--- src/design/scc_pkg.sv ---
// package: constants for the serial controller clock and select timing block
package scc_pkg;

  // ==========================================================================
  // control and format word fields
  // ==========================================================================
  localparam int CTRL_MODE_BIT = 0;
  localparam int FMT_PS_LSB = 8;
  localparam int FMT_PS_MSB = 15;
  localparam int FMT_PHASE_BIT = 16;
  localparam int FMT_POL_BIT = 17;
  localparam int FMT_WIDTH = 32;
  localparam logic [31:0] FMT_RESET = 32'h0000_0000;
  localparam logic [31:0] CTRL_RESET = 32'h0000_0000;

  // ==========================================================================
  // delay word fields
  // ==========================================================================
  localparam int DLY_C2T_LSB = 0;
  localparam int DLY_C2T_MSB = 7;
  localparam int DLY_T2C_LSB = 8;
  localparam int DLY_T2C_MSB = 15;
  localparam logic [15:0] DLY_RESET = 16'h0000;

  // ==========================================================================
  // timing
  // ==========================================================================
  localparam int CLK_PERIOD_PS = 10000;
  localparam int MIN_SCLK_PERIOD_NS = 25;
  localparam int MIN_SCLK_CYCLES =
    (MIN_SCLK_PERIOD_NS * 1000 + CLK_PERIOD_PS - 1) / CLK_PERIOD_PS;
  localparam int SETUP_EXTRA = 2;
  localparam int SETUP_HOLD_EXTRA = 3;
  localparam int HOLD_EXTRA = 1;

  typedef enum logic [2:0] {
    SCC_IDLE,
    SCC_LEAD,
    SCC_SHIFT,
    SCC_TRAIL,
    SCC_DONE
  } scc_state_t;

endpackage : scc_pkg

--- src/design/scc_fifo.sv ---
// module: small valid/ready fifo used in the transmit and receive paths
`timescale 1ns/100ps
module scc_fifo #(
  parameter int WIDTH = 16,
  parameter int DEPTH = 4
) (
  input wire logic clk_i,
  input wire logic rst_i,
  input wire logic in_valid_i,
  output logic in_ready_o,
  input wire logic [WIDTH-1:0] in_data_i,
  output logic out_valid_o,
  input wire logic out_ready_i,
  output logic [WIDTH-1:0] out_data_o
);

  localparam int AW = (DEPTH > 1) ? $clog2(DEPTH) : 1;

  logic [WIDTH-1:0] mem_q [DEPTH];
  logic [AW-1:0] wr_q;
  logic [AW-1:0] rd_q;
  logic [AW:0] cnt_q;
  logic [AW:0] cnt_d;
  logic ready_q;
  logic push;
  logic pop;

  assign in_ready_o = ready_q;
  assign out_valid_o = (cnt_q != '0);
  assign out_data_o = mem_q[rd_q];
  assign push = in_valid_i && in_ready_o;
  assign pop = out_valid_o && out_ready_i;

  always_comb
  begin
    cnt_d = cnt_q;
    if (push && !pop)
    begin
      cnt_d = cnt_q + 1'b1;
    end
    else if (pop && !push)
    begin
      cnt_d = cnt_q - 1'b1;
    end
  end

  // ==========================================================================
  // storage
  // ==========================================================================
  always_ff @(posedge clk_i)
  begin
    if (push)
    begin
      mem_q[wr_q] <= in_data_i;
    end
  end

  // ==========================================================================
  // pointers and fill level
  // ==========================================================================
  always_ff @(posedge clk_i or posedge rst_i)
  begin
    if (rst_i)
    begin
      wr_q <= '0;
      rd_q <= '0;
      cnt_q <= '0;
      ready_q <= 1'b1;
    end
    else
    begin
      if (push)
      begin
        wr_q <= (wr_q == AW'(DEPTH - 1)) ? '0 : wr_q + 1'b1;
      end
      if (pop)
      begin
        rd_q <= (rd_q == AW'(DEPTH - 1)) ? '0 : rd_q + 1'b1;
      end
      cnt_q <= cnt_d;
      // ready kept in a flop so an upstream ready port is a register
      ready_q <= (cnt_d != (AW+1)'(DEPTH));
    end
  end

endmodule : scc_fifo

--- src/design/scc_clkgen.sv ---
// module: prescaled half-period tick generator for the serial clock
`timescale 1ns/100ps
module scc_clkgen (
  input wire logic clk_i,
  input wire logic rst_i,
  input wire logic run_i,
  input wire logic [7:0] prescale_i,
  output logic tick_o
);

  // a full serial period is (prescale+1) bus cycles; ticks mark each half.
  // the count runs over (prescale+1) bus cycles with a tick at half of that, so an odd total still
  // yields halves that differ by at most one bus cycle.
  logic [8:0] cnt_q;
  logic [8:0] half_a;
  logic [8:0] full;

  assign full = {1'b0, prescale_i} + 9'h001;
  assign half_a = full >> 1;

  always_ff @(posedge clk_i or posedge rst_i)
  begin
    if (rst_i)
    begin
      cnt_q <= '0;
      tick_o <= 1'b0;
    end
    else if (!run_i)
    begin
      cnt_q <= '0;
      tick_o <= 1'b0;
    end
    else
    begin
      tick_o <= 1'b0;
      if (cnt_q + 9'h001 == full)
      begin
        cnt_q <= '0;
        tick_o <= 1'b1;
      end
      else
      begin
        cnt_q <= cnt_q + 9'h001;
        if (cnt_q + 9'h001 == half_a && half_a != '0)
        begin
          tick_o <= 1'b1;
        end
      end
    end
  end

endmodule : scc_clkgen

--- src/design/scc_ctrl.sv ---
// module: serial controller with chip-select delays and prescaled clock
`timescale 1ns/100ps
// Operation
// - controller mode is bit 0 of the control word, clock phase bit 16 of the format word.
// - the serial clock derives from the bus clock via prescale bits 15 to 8.
// - a serial period is (prescale+1) bus cycles; software keeps it at 25 ns or more.
// - clock polarity bit 17 sets the idle level and thus the active edges.
// - both select delay counts sit in a software-written delay word.
// - with phase set the first edge trails select by half a period plus count plus 2.
// - with select hold set that lead grows by one bus cycle to count plus 3.
// - after the last edge select stays active for count plus 1 bus cycles.
// - the serial clock high and low phases are each within one bus cycle of half a period, for either polarity.
module scc_ctrl #(
  parameter int WORD_BITS = 16,
  parameter int FIFO_DEPTH = 4
) (
  input wire logic clk_i,
  input wire logic rst_i,
  input wire logic [31:0] global_control_reg_i,
  input wire logic [31:0] format_reg_i,
  input wire logic [15:0] delay_reg_i,
  input wire logic select_hold_option_i,
  input wire logic tx_valid_i,
  output logic tx_ready_o,
  input wire logic [WORD_BITS-1:0] tx_data_i,
  output logic rx_valid_o,
  input wire logic rx_ready_i,
  output logic [WORD_BITS-1:0] rx_data_o,
  output logic serial_clock_pin_o,
  output logic controller_out_line_o,
  input wire logic controller_in_line_i,
  output logic select_n_o,
  output logic busy_o,
  output logic cfg_error_o
);

  logic controller_mode;
  logic phase;
  logic polarity;
  logic [7:0] prescale_field;
  logic [7:0] select_to_clock_count;
  logic [7:0] clock_to_deselect_count;

  // ==========================================================================
  // configuration decode
  // ==========================================================================
  assign controller_mode = global_control_reg_i[scc_pkg::CTRL_MODE_BIT];
  assign phase = format_reg_i[scc_pkg::FMT_PHASE_BIT];
  assign prescale_field =
    format_reg_i[scc_pkg::FMT_PS_MSB:scc_pkg::FMT_PS_LSB];
  assign polarity = format_reg_i[scc_pkg::FMT_POL_BIT];
  assign select_to_clock_count =
    delay_reg_i[scc_pkg::DLY_C2T_MSB:scc_pkg::DLY_C2T_LSB];
  assign clock_to_deselect_count =
    delay_reg_i[scc_pkg::DLY_T2C_MSB:scc_pkg::DLY_T2C_LSB];

  // ==========================================================================
  // fifos
  // ==========================================================================
  logic txf_valid;
  logic txf_ready;
  logic [WORD_BITS-1:0] txf_data;
  logic rxf_in_valid;
  logic rxf_in_ready;
  logic rxf_out_valid;
  logic [WORD_BITS-1:0] rxf_out_data;

  scc_fifo #(
    .WIDTH(WORD_BITS),
    .DEPTH(FIFO_DEPTH)
  ) u_tx_fifo (
    .clk_i(clk_i),
    .rst_i(rst_i),
    .in_valid_i(tx_valid_i),
    .in_ready_o(tx_ready_o),
    .in_data_i(tx_data_i),
    .out_valid_o(txf_valid),
    .out_ready_i(txf_ready),
    .out_data_o(txf_data)
  );

  // ==========================================================================
  // state machine
  // ==========================================================================
  scc_pkg::scc_state_t state_q;
  logic [9:0] wait_q;
  logic [5:0] edge_q;
  logic [WORD_BITS-1:0] sh_q;
  logic [WORD_BITS-1:0] rx_q;
  logic run;
  logic tick;
  logic start;
  logic rx_pop;

  assign run = (state_q == scc_pkg::SCC_LEAD && wait_q == '0)
    || state_q == scc_pkg::SCC_SHIFT;
  assign txf_ready = (state_q == scc_pkg::SCC_IDLE) && controller_mode
    && rxf_in_ready;
  assign rxf_in_valid = (state_q == scc_pkg::SCC_DONE);
  assign start = txf_valid && txf_ready;
  // the head leaves only once it has been shown, so no word is lost
  assign rx_pop = rx_valid_o && rx_ready_i;

  // a word takes 2*WORD_BITS clock edges; this is the last of them
  function automatic logic last_edge(input logic [5:0] cnt);
    return cnt == 6'(2 * WORD_BITS - 1);
  endfunction : last_edge

  scc_clkgen u_clkgen (
    .clk_i(clk_i),
    .rst_i(rst_i),
    .run_i(run),
    .prescale_i(prescale_field),
    .tick_o(tick)
  );

  // rx fifo is only entered when it has room (checked before start)
  scc_fifo #(
    .WIDTH(WORD_BITS),
    .DEPTH(FIFO_DEPTH)
  ) u_rx_fifo (
    .clk_i(clk_i),
    .rst_i(rst_i),
    .in_valid_i(rxf_in_valid),
    .in_ready_o(rxf_in_ready),
    .in_data_i(rx_q),
    .out_valid_o(rxf_out_valid),
    .out_ready_i(rx_pop),
    .out_data_o(rxf_out_data)
  );

  // lead counts bus cycles before the half-period phase; phase set waits
  // the extra half period inside the clock generator's first half tick
  always_ff @(posedge clk_i or posedge rst_i)
  begin
    if (rst_i)
    begin
      state_q <= scc_pkg::SCC_IDLE;
      wait_q <= '0;
      edge_q <= '0;
    end
    else
    begin
      case (state_q)
        scc_pkg::SCC_IDLE:
        begin
          if (start)
          begin
            state_q <= scc_pkg::SCC_LEAD;
            // select active now; clock edge after count+2 (+3 with hold)
            // cycles plus half a period from the generator
            if (select_hold_option_i)
            begin
              wait_q <= 10'(select_to_clock_count)
                + 10'(scc_pkg::SETUP_HOLD_EXTRA - 1);
            end
            else
            begin
              wait_q <= 10'(select_to_clock_count)
                + 10'(scc_pkg::SETUP_EXTRA - 1);
            end
            edge_q <= '0;
          end
        end
        scc_pkg::SCC_LEAD:
        begin
          if (wait_q != '0)
          begin
            wait_q <= wait_q - 10'h001;
          end
          else
          begin
            state_q <= scc_pkg::SCC_SHIFT;
          end
        end
        scc_pkg::SCC_SHIFT:
        begin
          if (tick)
          begin
            edge_q <= edge_q + 6'h01;
            if (last_edge(edge_q))
            begin
              state_q <= scc_pkg::SCC_TRAIL;
              wait_q <= 10'(clock_to_deselect_count);
            end
          end
        end
        scc_pkg::SCC_TRAIL:
        begin
          if (wait_q != '0)
          begin
            wait_q <= wait_q - 10'h001;
          end
          else
          begin
            state_q <= scc_pkg::SCC_DONE;
          end
        end
        scc_pkg::SCC_DONE:
        begin
          state_q <= scc_pkg::SCC_IDLE;
        end
        default:
        begin
          state_q <= scc_pkg::SCC_IDLE;
        end
      endcase
    end
  end

  // ==========================================================================
  // serial clock and data
  // ==========================================================================
  // every tick in the shift state toggles the pin, giving halves within one bus cycle of each other for either polarity
  always_ff @(posedge clk_i or posedge rst_i)
  begin
    if (rst_i)
    begin
      serial_clock_pin_o <= 1'b0;
    end
    else if (state_q == scc_pkg::SCC_SHIFT && tick)
    begin
      serial_clock_pin_o <= ~serial_clock_pin_o;
    end
    else if (state_q == scc_pkg::SCC_IDLE)
    begin
      serial_clock_pin_o <= polarity;
    end
  end

  // phase set: launch on odd-numbered edges (first, third...), sample on
  // even ones; phase clear: data launched before the first edge
  always_ff @(posedge clk_i or posedge rst_i)
  begin
    if (rst_i)
    begin
      sh_q <= '0;
      rx_q <= '0;
      controller_out_line_o <= 1'b0;
    end
    else if (start)
    begin
      sh_q <= txf_data;
      if (!phase)
      begin
        controller_out_line_o <= txf_data[WORD_BITS-1];
        sh_q <= {txf_data[WORD_BITS-2:0], 1'b0};
      end
    end
    else if (state_q == scc_pkg::SCC_SHIFT && tick)
    begin
      if (edge_q[0] == phase)
      begin
        rx_q <= {rx_q[WORD_BITS-2:0], controller_in_line_i};
      end
      else if (!last_edge(edge_q))
      begin
        controller_out_line_o <= sh_q[WORD_BITS-1];
        sh_q <= {sh_q[WORD_BITS-2:0], 1'b0};
      end
    end
  end

  // ==========================================================================
  // select, status and read port registers
  // ==========================================================================
  always_ff @(posedge clk_i or posedge rst_i)
  begin
    if (rst_i)
    begin
      select_n_o <= 1'b1;
    end
    else
    begin
      select_n_o <= !(start || state_q == scc_pkg::SCC_LEAD
        || state_q == scc_pkg::SCC_SHIFT
        || (state_q == scc_pkg::SCC_TRAIL && wait_q != '0));
    end
  end

  // busy rises with select so no frame is ever seen without it
  always_ff @(posedge clk_i or posedge rst_i)
  begin
    if (rst_i)
    begin
      busy_o <= 1'b0;
      cfg_error_o <= 1'b0;
    end
    else
    begin
      busy_o <= start || (state_q != scc_pkg::SCC_IDLE);
      // flags a period shorter than the 25 ns floor
      cfg_error_o <= controller_mode && (int'(prescale_field) + 1
        < scc_pkg::MIN_SCLK_CYCLES);
    end
  end

  always_ff @(posedge clk_i or posedge rst_i)
  begin
    if (rst_i)
    begin
      rx_valid_o <= 1'b0;
      rx_data_o <= '0;
    end
    else
    begin
      rx_valid_o <= rxf_out_valid && !rx_pop;
      rx_data_o <= rxf_out_data;
    end
  end

endmodule : scc_ctrl

--- config.mk ---
export PLATFORM = sky130hd
export DESIGN_NAME = scc_ctrl
export DESIGN_NICKNAME = d
export VERILOG_FILES = /design/src/design/scc_pkg.sv /design/src/design/scc_fifo.sv /design/src/design/scc_clkgen.sv /design/src/design/scc_ctrl.sv
export SDC_FILE = /design/constraint.sdc
export NUM_CORES = 1
export LEC_CHECK = 0
export BUFFER_PORTS_ARGS = -buffer_cell sky130_fd_sc_hd__buf_2
export CORE_ASPECT_RATIO = 1.4
export CORE_MARGIN = 2
export CORE_UTILIZATION = 40
export CTS_CLUSTER_SIZE = 28
export DETAILED_ROUTE_END_ITERATION = 16
export SYNTH_ARGS = -nofsm -noshare
export SYNTH_HDL_FRONTEND = slang
export SYNTH_HIERARCHICAL = 1
export SYNTH_SLANG_ARGS = --single-unit
export TNS_END_PERCENT = 1
--- constraint.sdc ---
create_clock -name clk_i -period 5.67 [get_ports clk_i]
set_input_delay 0.567 -clock clk_i [delete_from_list [all_inputs] [get_ports clk_i]]
set_output_delay 0.567 -clock clk_i [all_outputs]
set_load 0.01 [all_outputs]
Word level (Yosys, flattened, before mapping)
Memory sizes are Yosys's and may differ from the RTL's. A register that Yosys moved wholly into a read port is not among the register bits.
Cells that the tools add are included.
- register bits after elaboration: 83
- latch bits: 0
- memory bits (writable): 128
- ROM bits: 0
- memories kept: 2
- memory list (memory ; words ; bits a word ; read ports ; clocked after memory_dff ; wr ports ; line ; text):
    u_rx_fifo.mem_q ; 4 ; 16 ; 1 ; 1 ; 1 ; scc_fifo.sv:19 ; logic [WIDTH-1:0] mem_q [DEPTH];
    u_tx_fifo.mem_q ; 4 ; 16 ; 1 ; 0 ; 1 ; scc_fifo.sv:19 ;
- add/sub/neg operators: 15
- multiply operators: 0
- div/mod/pow operators: 0
- magnitude comparators: 1
- eq/ne operators: 23
- shift-type cells: 0
- mux-type cells: 44
- bitwise gates (word level): 2
- reduce and logical (&&, ||, !) cells: 46
- operators by type and width (cell ; number):
    $mux 16 ; 5
    $mux 10 ; 4
    $pmux 10 s3 ; 1
    $add 8x1->9 const B ; 3
    $mux 3 ; 9
    $mux 9 ; 3
    $logic_and 1x1->1 ; 17
    $mux 1 ; 14
    $ne 2x2->1 const B ; 7
    $mux 6 ; 2
    $pmux 3 s4 ; 1
    $pmux 6 s2 ; 1
    $reduce_bool 3->1 ; 4
    $logic_not 10->1 ; 1
    $reduce_and 5->1 ; 2
    $reduce_bool 10->1 ; 1
    $sub 10x1->10 const B ; 1
    $add 8x2->9 const B ; 1
    $add 9x1->9 const B ; 1
    $eq 9x8->1 ; 1
    $eq 9x9->1 ; 1
    $lt 9x2->1 const B ; 1
    $reduce_and 3->1 ; 3
    $reduce_bool 9->1 ; 1
    other kinds (20) ; 46

Depth between registers and ports, before layout
- word-level depth: 8
- depth in mapped cells: 10
- mapped depth without buffers: 10

Hierarchy
Netlist, hierarchy kept.
- by module, submodules not included (module ; instances ; cells each ; area an instance (µm²) ; seq. area each (µm²)):
    scc_ctrl ; 1 ; 337 ; 3696.0 ; 1828.0
    scc_fifo at u_tx_fifo ; 1 ; 139 ; 2906.5 ; 2123.3
    scc_fifo at u_rx_fifo ; 1 ; 139 ; 2886.5 ; 2123.3
    scc_clkgen ; 1 ; 94 ; 914.6 ; 250.2

Least setup slack after synthesis
Ideal clock, no wire load.
- path kind: reg-to-reg
- start point: register u_tx_fifo.cnt_q[0]
- end point: register wait_q[2]
- data arrival time: 2.035 ns
- required time: 5.545 ns
- slack: 3.510 ns
- cell stages (with the launch flop): 9
- path buffers: 0
- period minus slack after synthesis: 2.160 ns
- cell sequence: dfrtp_1 > inv_1 > ha_1 > nand2b_2 > and4b_1 > a211oi_2 > or3_1 > inv_2 > mux2_2
- longest elaborated chain between the ends: 4
- ends and longest elaborated chain (element ; line ; text):
    start, declared ; scc_fifo.sv:22 ; logic [AW:0] cnt_q;
    start signal, assigned ; scc_fifo.sv:80 ; cnt_q <= cnt_d;
    $reduce_bool 3->1 ; scc_fifo.sv:29 ; assign out_valid_o = (cnt_q != '0);
    via txf_valid ; scc_ctrl.sv:60 ; logic txf_valid;
    $logic_and 1x1->1 ; scc_ctrl.sv:100 ; assign start = txf_valid && txf_ready;
    $ne 2x2->1 (no line) ; n/a ;
    $reduce_and 5->1 (no line) ; n/a ;
    end signal, assigned ; scc_ctrl.sv:154 ; wait_q <= 10'(select_to_clock_count)
    end signal, assigned ; scc_ctrl.sv:159 ; wait_q <= 10'(select_to_clock_count)
    end signal, assigned ; scc_ctrl.sv:169 ; wait_q <= wait_q - 10'h001;
    end, declared ; scc_ctrl.sv:86 ; logic [9:0] wait_q;
The timed path passes the listed nets, and every way through them passes these cells.
A chain may end at the register's enable or synchronous reset.

Final worst setup path
- start point: register wait_q[0]
- end point: register u_clkgen.tick_o
- longest elaborated chain between the ends: 4
- ends and longest elaborated chain (element ; line ; text):
    $logic_not 10->1 ; scc_ctrl.sv:95 ; assign run = (state_q == scc_pkg::SCC_LEAD && wait_q == '0)
    $logic_and 1x1->1 ; scc_ctrl.sv:95 ;
    $logic_or 1x1->1 ; scc_ctrl.sv:96 ; || state_q == scc_pkg::SCC_SHIFT;
    via run ; scc_ctrl.sv:90 ; logic run;
    $mux 1 ; scc_clkgen.sv:28 ; else if (!run_i)
    end signal, assigned ; scc_clkgen.sv:26 ; tick_o <= 1'b0;
    end signal, assigned ; scc_clkgen.sv:31 ; tick_o <= 1'b0;
    end signal, assigned ; scc_clkgen.sv:35 ; tick_o <= 1'b0;
    end, declared ; scc_clkgen.sv:8 ; output logic tick_o
The timed path passes the listed nets, and every way through them passes these cells.

==> results.cfg <==
[outcome]
status = complete, no violations

[synthesis]
synth_fp_nets = 834
yosysWarningCount = 6
synth_ff_type = edfxtp_1
syn_inst = 709
syn_area_mm2 = 0.0104
yosys_register_bits = 227
async_flop_share_pct = 43.6
ys_seq_area_share_pct = 60.8
avgSynthCellArea_um2 = 14.7
synth_edf_count = 128
synth_cell_type_count = 81

[placed_design]
io_buffers = 71
gp_congestion = 0.785
hpwl_mm = 12.6

[floorplan]
die-height_um = 195
die_w_um = 140
num_rows = 69
start_util_pct = 40.8
io_pins = 125
core_mm2 = 0.0255
die_area_mm2 = 0.0273

[cts]
path_clk_slew_ns = 0.06
clockRootBuffer = clkbuf_16
post-cts-setup-buffers = 0
clockBufferDepth = 3
cts.sinks = 227
htree_levels = 1
clock_latency_ns = 0.50
cts_tree = built
cts_hold_buf = 0
ctsResizeCount = 0
cts_made_buffers = 23

[detailed_routing]
vias = 5994
drt-vias-per-instance = 5.39
wire_per_inst_um = 17.0
drc_errors = 0
drtIter0Drc = 300
totalWireLength_mm = 18.9
dr.pass1.iters = 4
ant_nets = 0

[global_route]
gr-usage-all-layers_pct = 14.0
use_met2_pct = 25.7
grt_max_degree = 38
gr-max-usage-layer = met2
use_met3_pct = 2.29
grt_pass1_vias = 6144
grt_overflow_total = 0
grtUsageMet1_pct = 16.8
antenna_found_initial = 1
grt_pass1_wl_mm = 31.2

[sta]
hold_violations = 0
skew_ns = 0.0118
min_period_ns = 2.79
tightest_slew_ns = 1.21
setup_viol = 0
drv_slew = 0
rsz0062_at_grt = no
max_freq_mhz = 358
fin_tns_setup_ns = 0
max_slew_margin_pct = 18.8
timing.final.crit_share_pct = 49.3

[final_layout]
fill_cells = 2263
layout.nets = 902
layout_commonest_cell = edfxtp_1
num_antenna_cells = 0
syn_to_final_growth_pct = 12.4
layout_common_cells = edfxtp_1 (128), dfrtp_1 (96), buf_2 (71)
drive_gt1_share_pct = 24.0

[setup_path]
worstPathArrival_ns = 3.21
cpMostUsedCell = nand4_1
slowest_delay_ns = 0.45
crit_chain = inv_1, ha_1, nor3b_2, nand4_1, nand2b_1, a21oi_1, nand3_1, a211oi_1, nand4_1, o22ai_1
path_max_fanout = 7
required_ns = 6.08
r2r-start = wait_q[0]
path_delay_family = simple AND/OR/NAND/NOR gates
end_kind = register
worst_path_max_delay_cell = nor3b_2
path_buf_inv = 1
crit_start = wait_q[0]
worst_setup_path_start_kind = register
crit_type = reg2reg

[pwr]
vdd_drop_max_uv = 308
p_leak_uw = 0.00468
combPwrFrac_pct = 21.9
totalPowerFinal_uw = 4870
pwr-share-clk_pct = 29.9
power.switching_uw = 1380
sw_frac_of_total_pct = 28.4
p_per_area_mw_per_mm2 = 417
internal_power_uw = 3490
p_seq_share_pct = 48.2

[run]
drv_cap = 0

[hold_path]
hold_path_class = in2async
[cells by family after synthesis]
logic type / Yosys count / share of synthesized area (%)
XOR/XNOR: 37 / 3.33
flip-flops: 227 / 60.8
AO/OA/AOI/OAI: 120 / 7.95
multiplexers: 75 / 11.8
buffers and inverters: 54 / 3.01
AND/OR/NAND/NOR: 173 / 10.4
adder cells (fa/ha/maj): 23 / 2.77
[metal layers]
layer | up-vias | routed length [µm]
li1 | 2868 | -
met1 | 2983 | 7890
met2 | 108 | 9890
met3 | 35 | 657
met4 | 0 | 509
met5 | - | 0
[path summary, 6_finish.rpt]
kind / end / slack (ns) / cells after the start
min in group clk_i: u_tx_fifo/mem_q[3][15] / 0.29 / 1
min: u_rx_fifo/cnt_q[2] / 0.10 / 2
max: u_clkgen/tick_o / 2.88 / 10
max in group asynchronous: rx_data_o[11] / 4.50 / 3
min reg2reg: sh_q[0] / 0.51 / 2
max reg2reg: u_clkgen/tick_o / 2.88 / 10
[cells in the mapped netlist, types with 13 or more instances]
| cell type | instances | area (µm²) |
|---|---|---|
| xnor2_1 | 13 | 114 |
| o21ai_0 | 14 | 70.1 |
| ha_1 | 23 | 288 |
| a21oi_1 | 30 | 150 |
| inv_1 | 20 | 75.1 |
| and3_1 | 21 | 131 |
| mux2i_1 | 20 | 200 |
| a211oi_1 | 16 | 120 |
| dfrtp_1 | 96 | 2400 |
| xor2_1 | 22 | 193 |
| edfxtp_1 | 128 | 3840 |
| nor2_1 | 20 | 75.1 |
| nor2b_1 | 21 | 131 |
| nand2_1 | 20 | 75.1 |
| nand3_1 | 15 | 75.1 |
| mux4_2 | 30 | 676 |
[registers in the layout (all words and copies together), names as in the netlist, 3 cells and up]
name	count
edge_q	6
rx_data_o	16
rx_q	16
sh_q	16
state_q	3
u_clkgen/cnt_q	9
u_rx_fifo/cnt_q	3
u_rx_fifo/mem_q	64
u_tx_fifo/cnt_q	3
u_tx_fifo/mem_q	64
wait_q	10
[power by group through the flow]
stage / combinational (µW) / sequential, µW / clock (µW)
finish: 1070 / 2350 / 1460
floorplan: 918 / 2270 / 0
detailed placement: 1080 / 2390 / 0
global placement: 1070 / 2380 / 0
global route: 1190 / 2400 / 1560
CTS: 1080 / 2360 / 1500
[layout make-up]
cell class	instances	area (µm²)	share of cell area, %
sequential	227	6320	54.1
clock inverter	10	103	0.878
clock buffer	31	626	5.35
tap	319	399	3.41
multi-input combinational	428	3770	32.2
timing repair buffer	76	393	3.36
inverter	21	80.1	0.685
[per-stage QoR]
step	utilization (%)	std cells	setup slack, ns	hold slack, ns	area, µm²
floorplan	-	709	3.25	0.382	10400
global placement	43.0	1071	2.90	0.492	11000
detailed placement	43.0	1071	2.88	0.493	11000
CTS	45.9	1112	2.86	0.0966	11700
global route	45.9	1112	2.63	0.116	11700
finish	45.9	1112	2.88	0.102	11700
No activity file was read; power rests on OpenSTA's default activity.
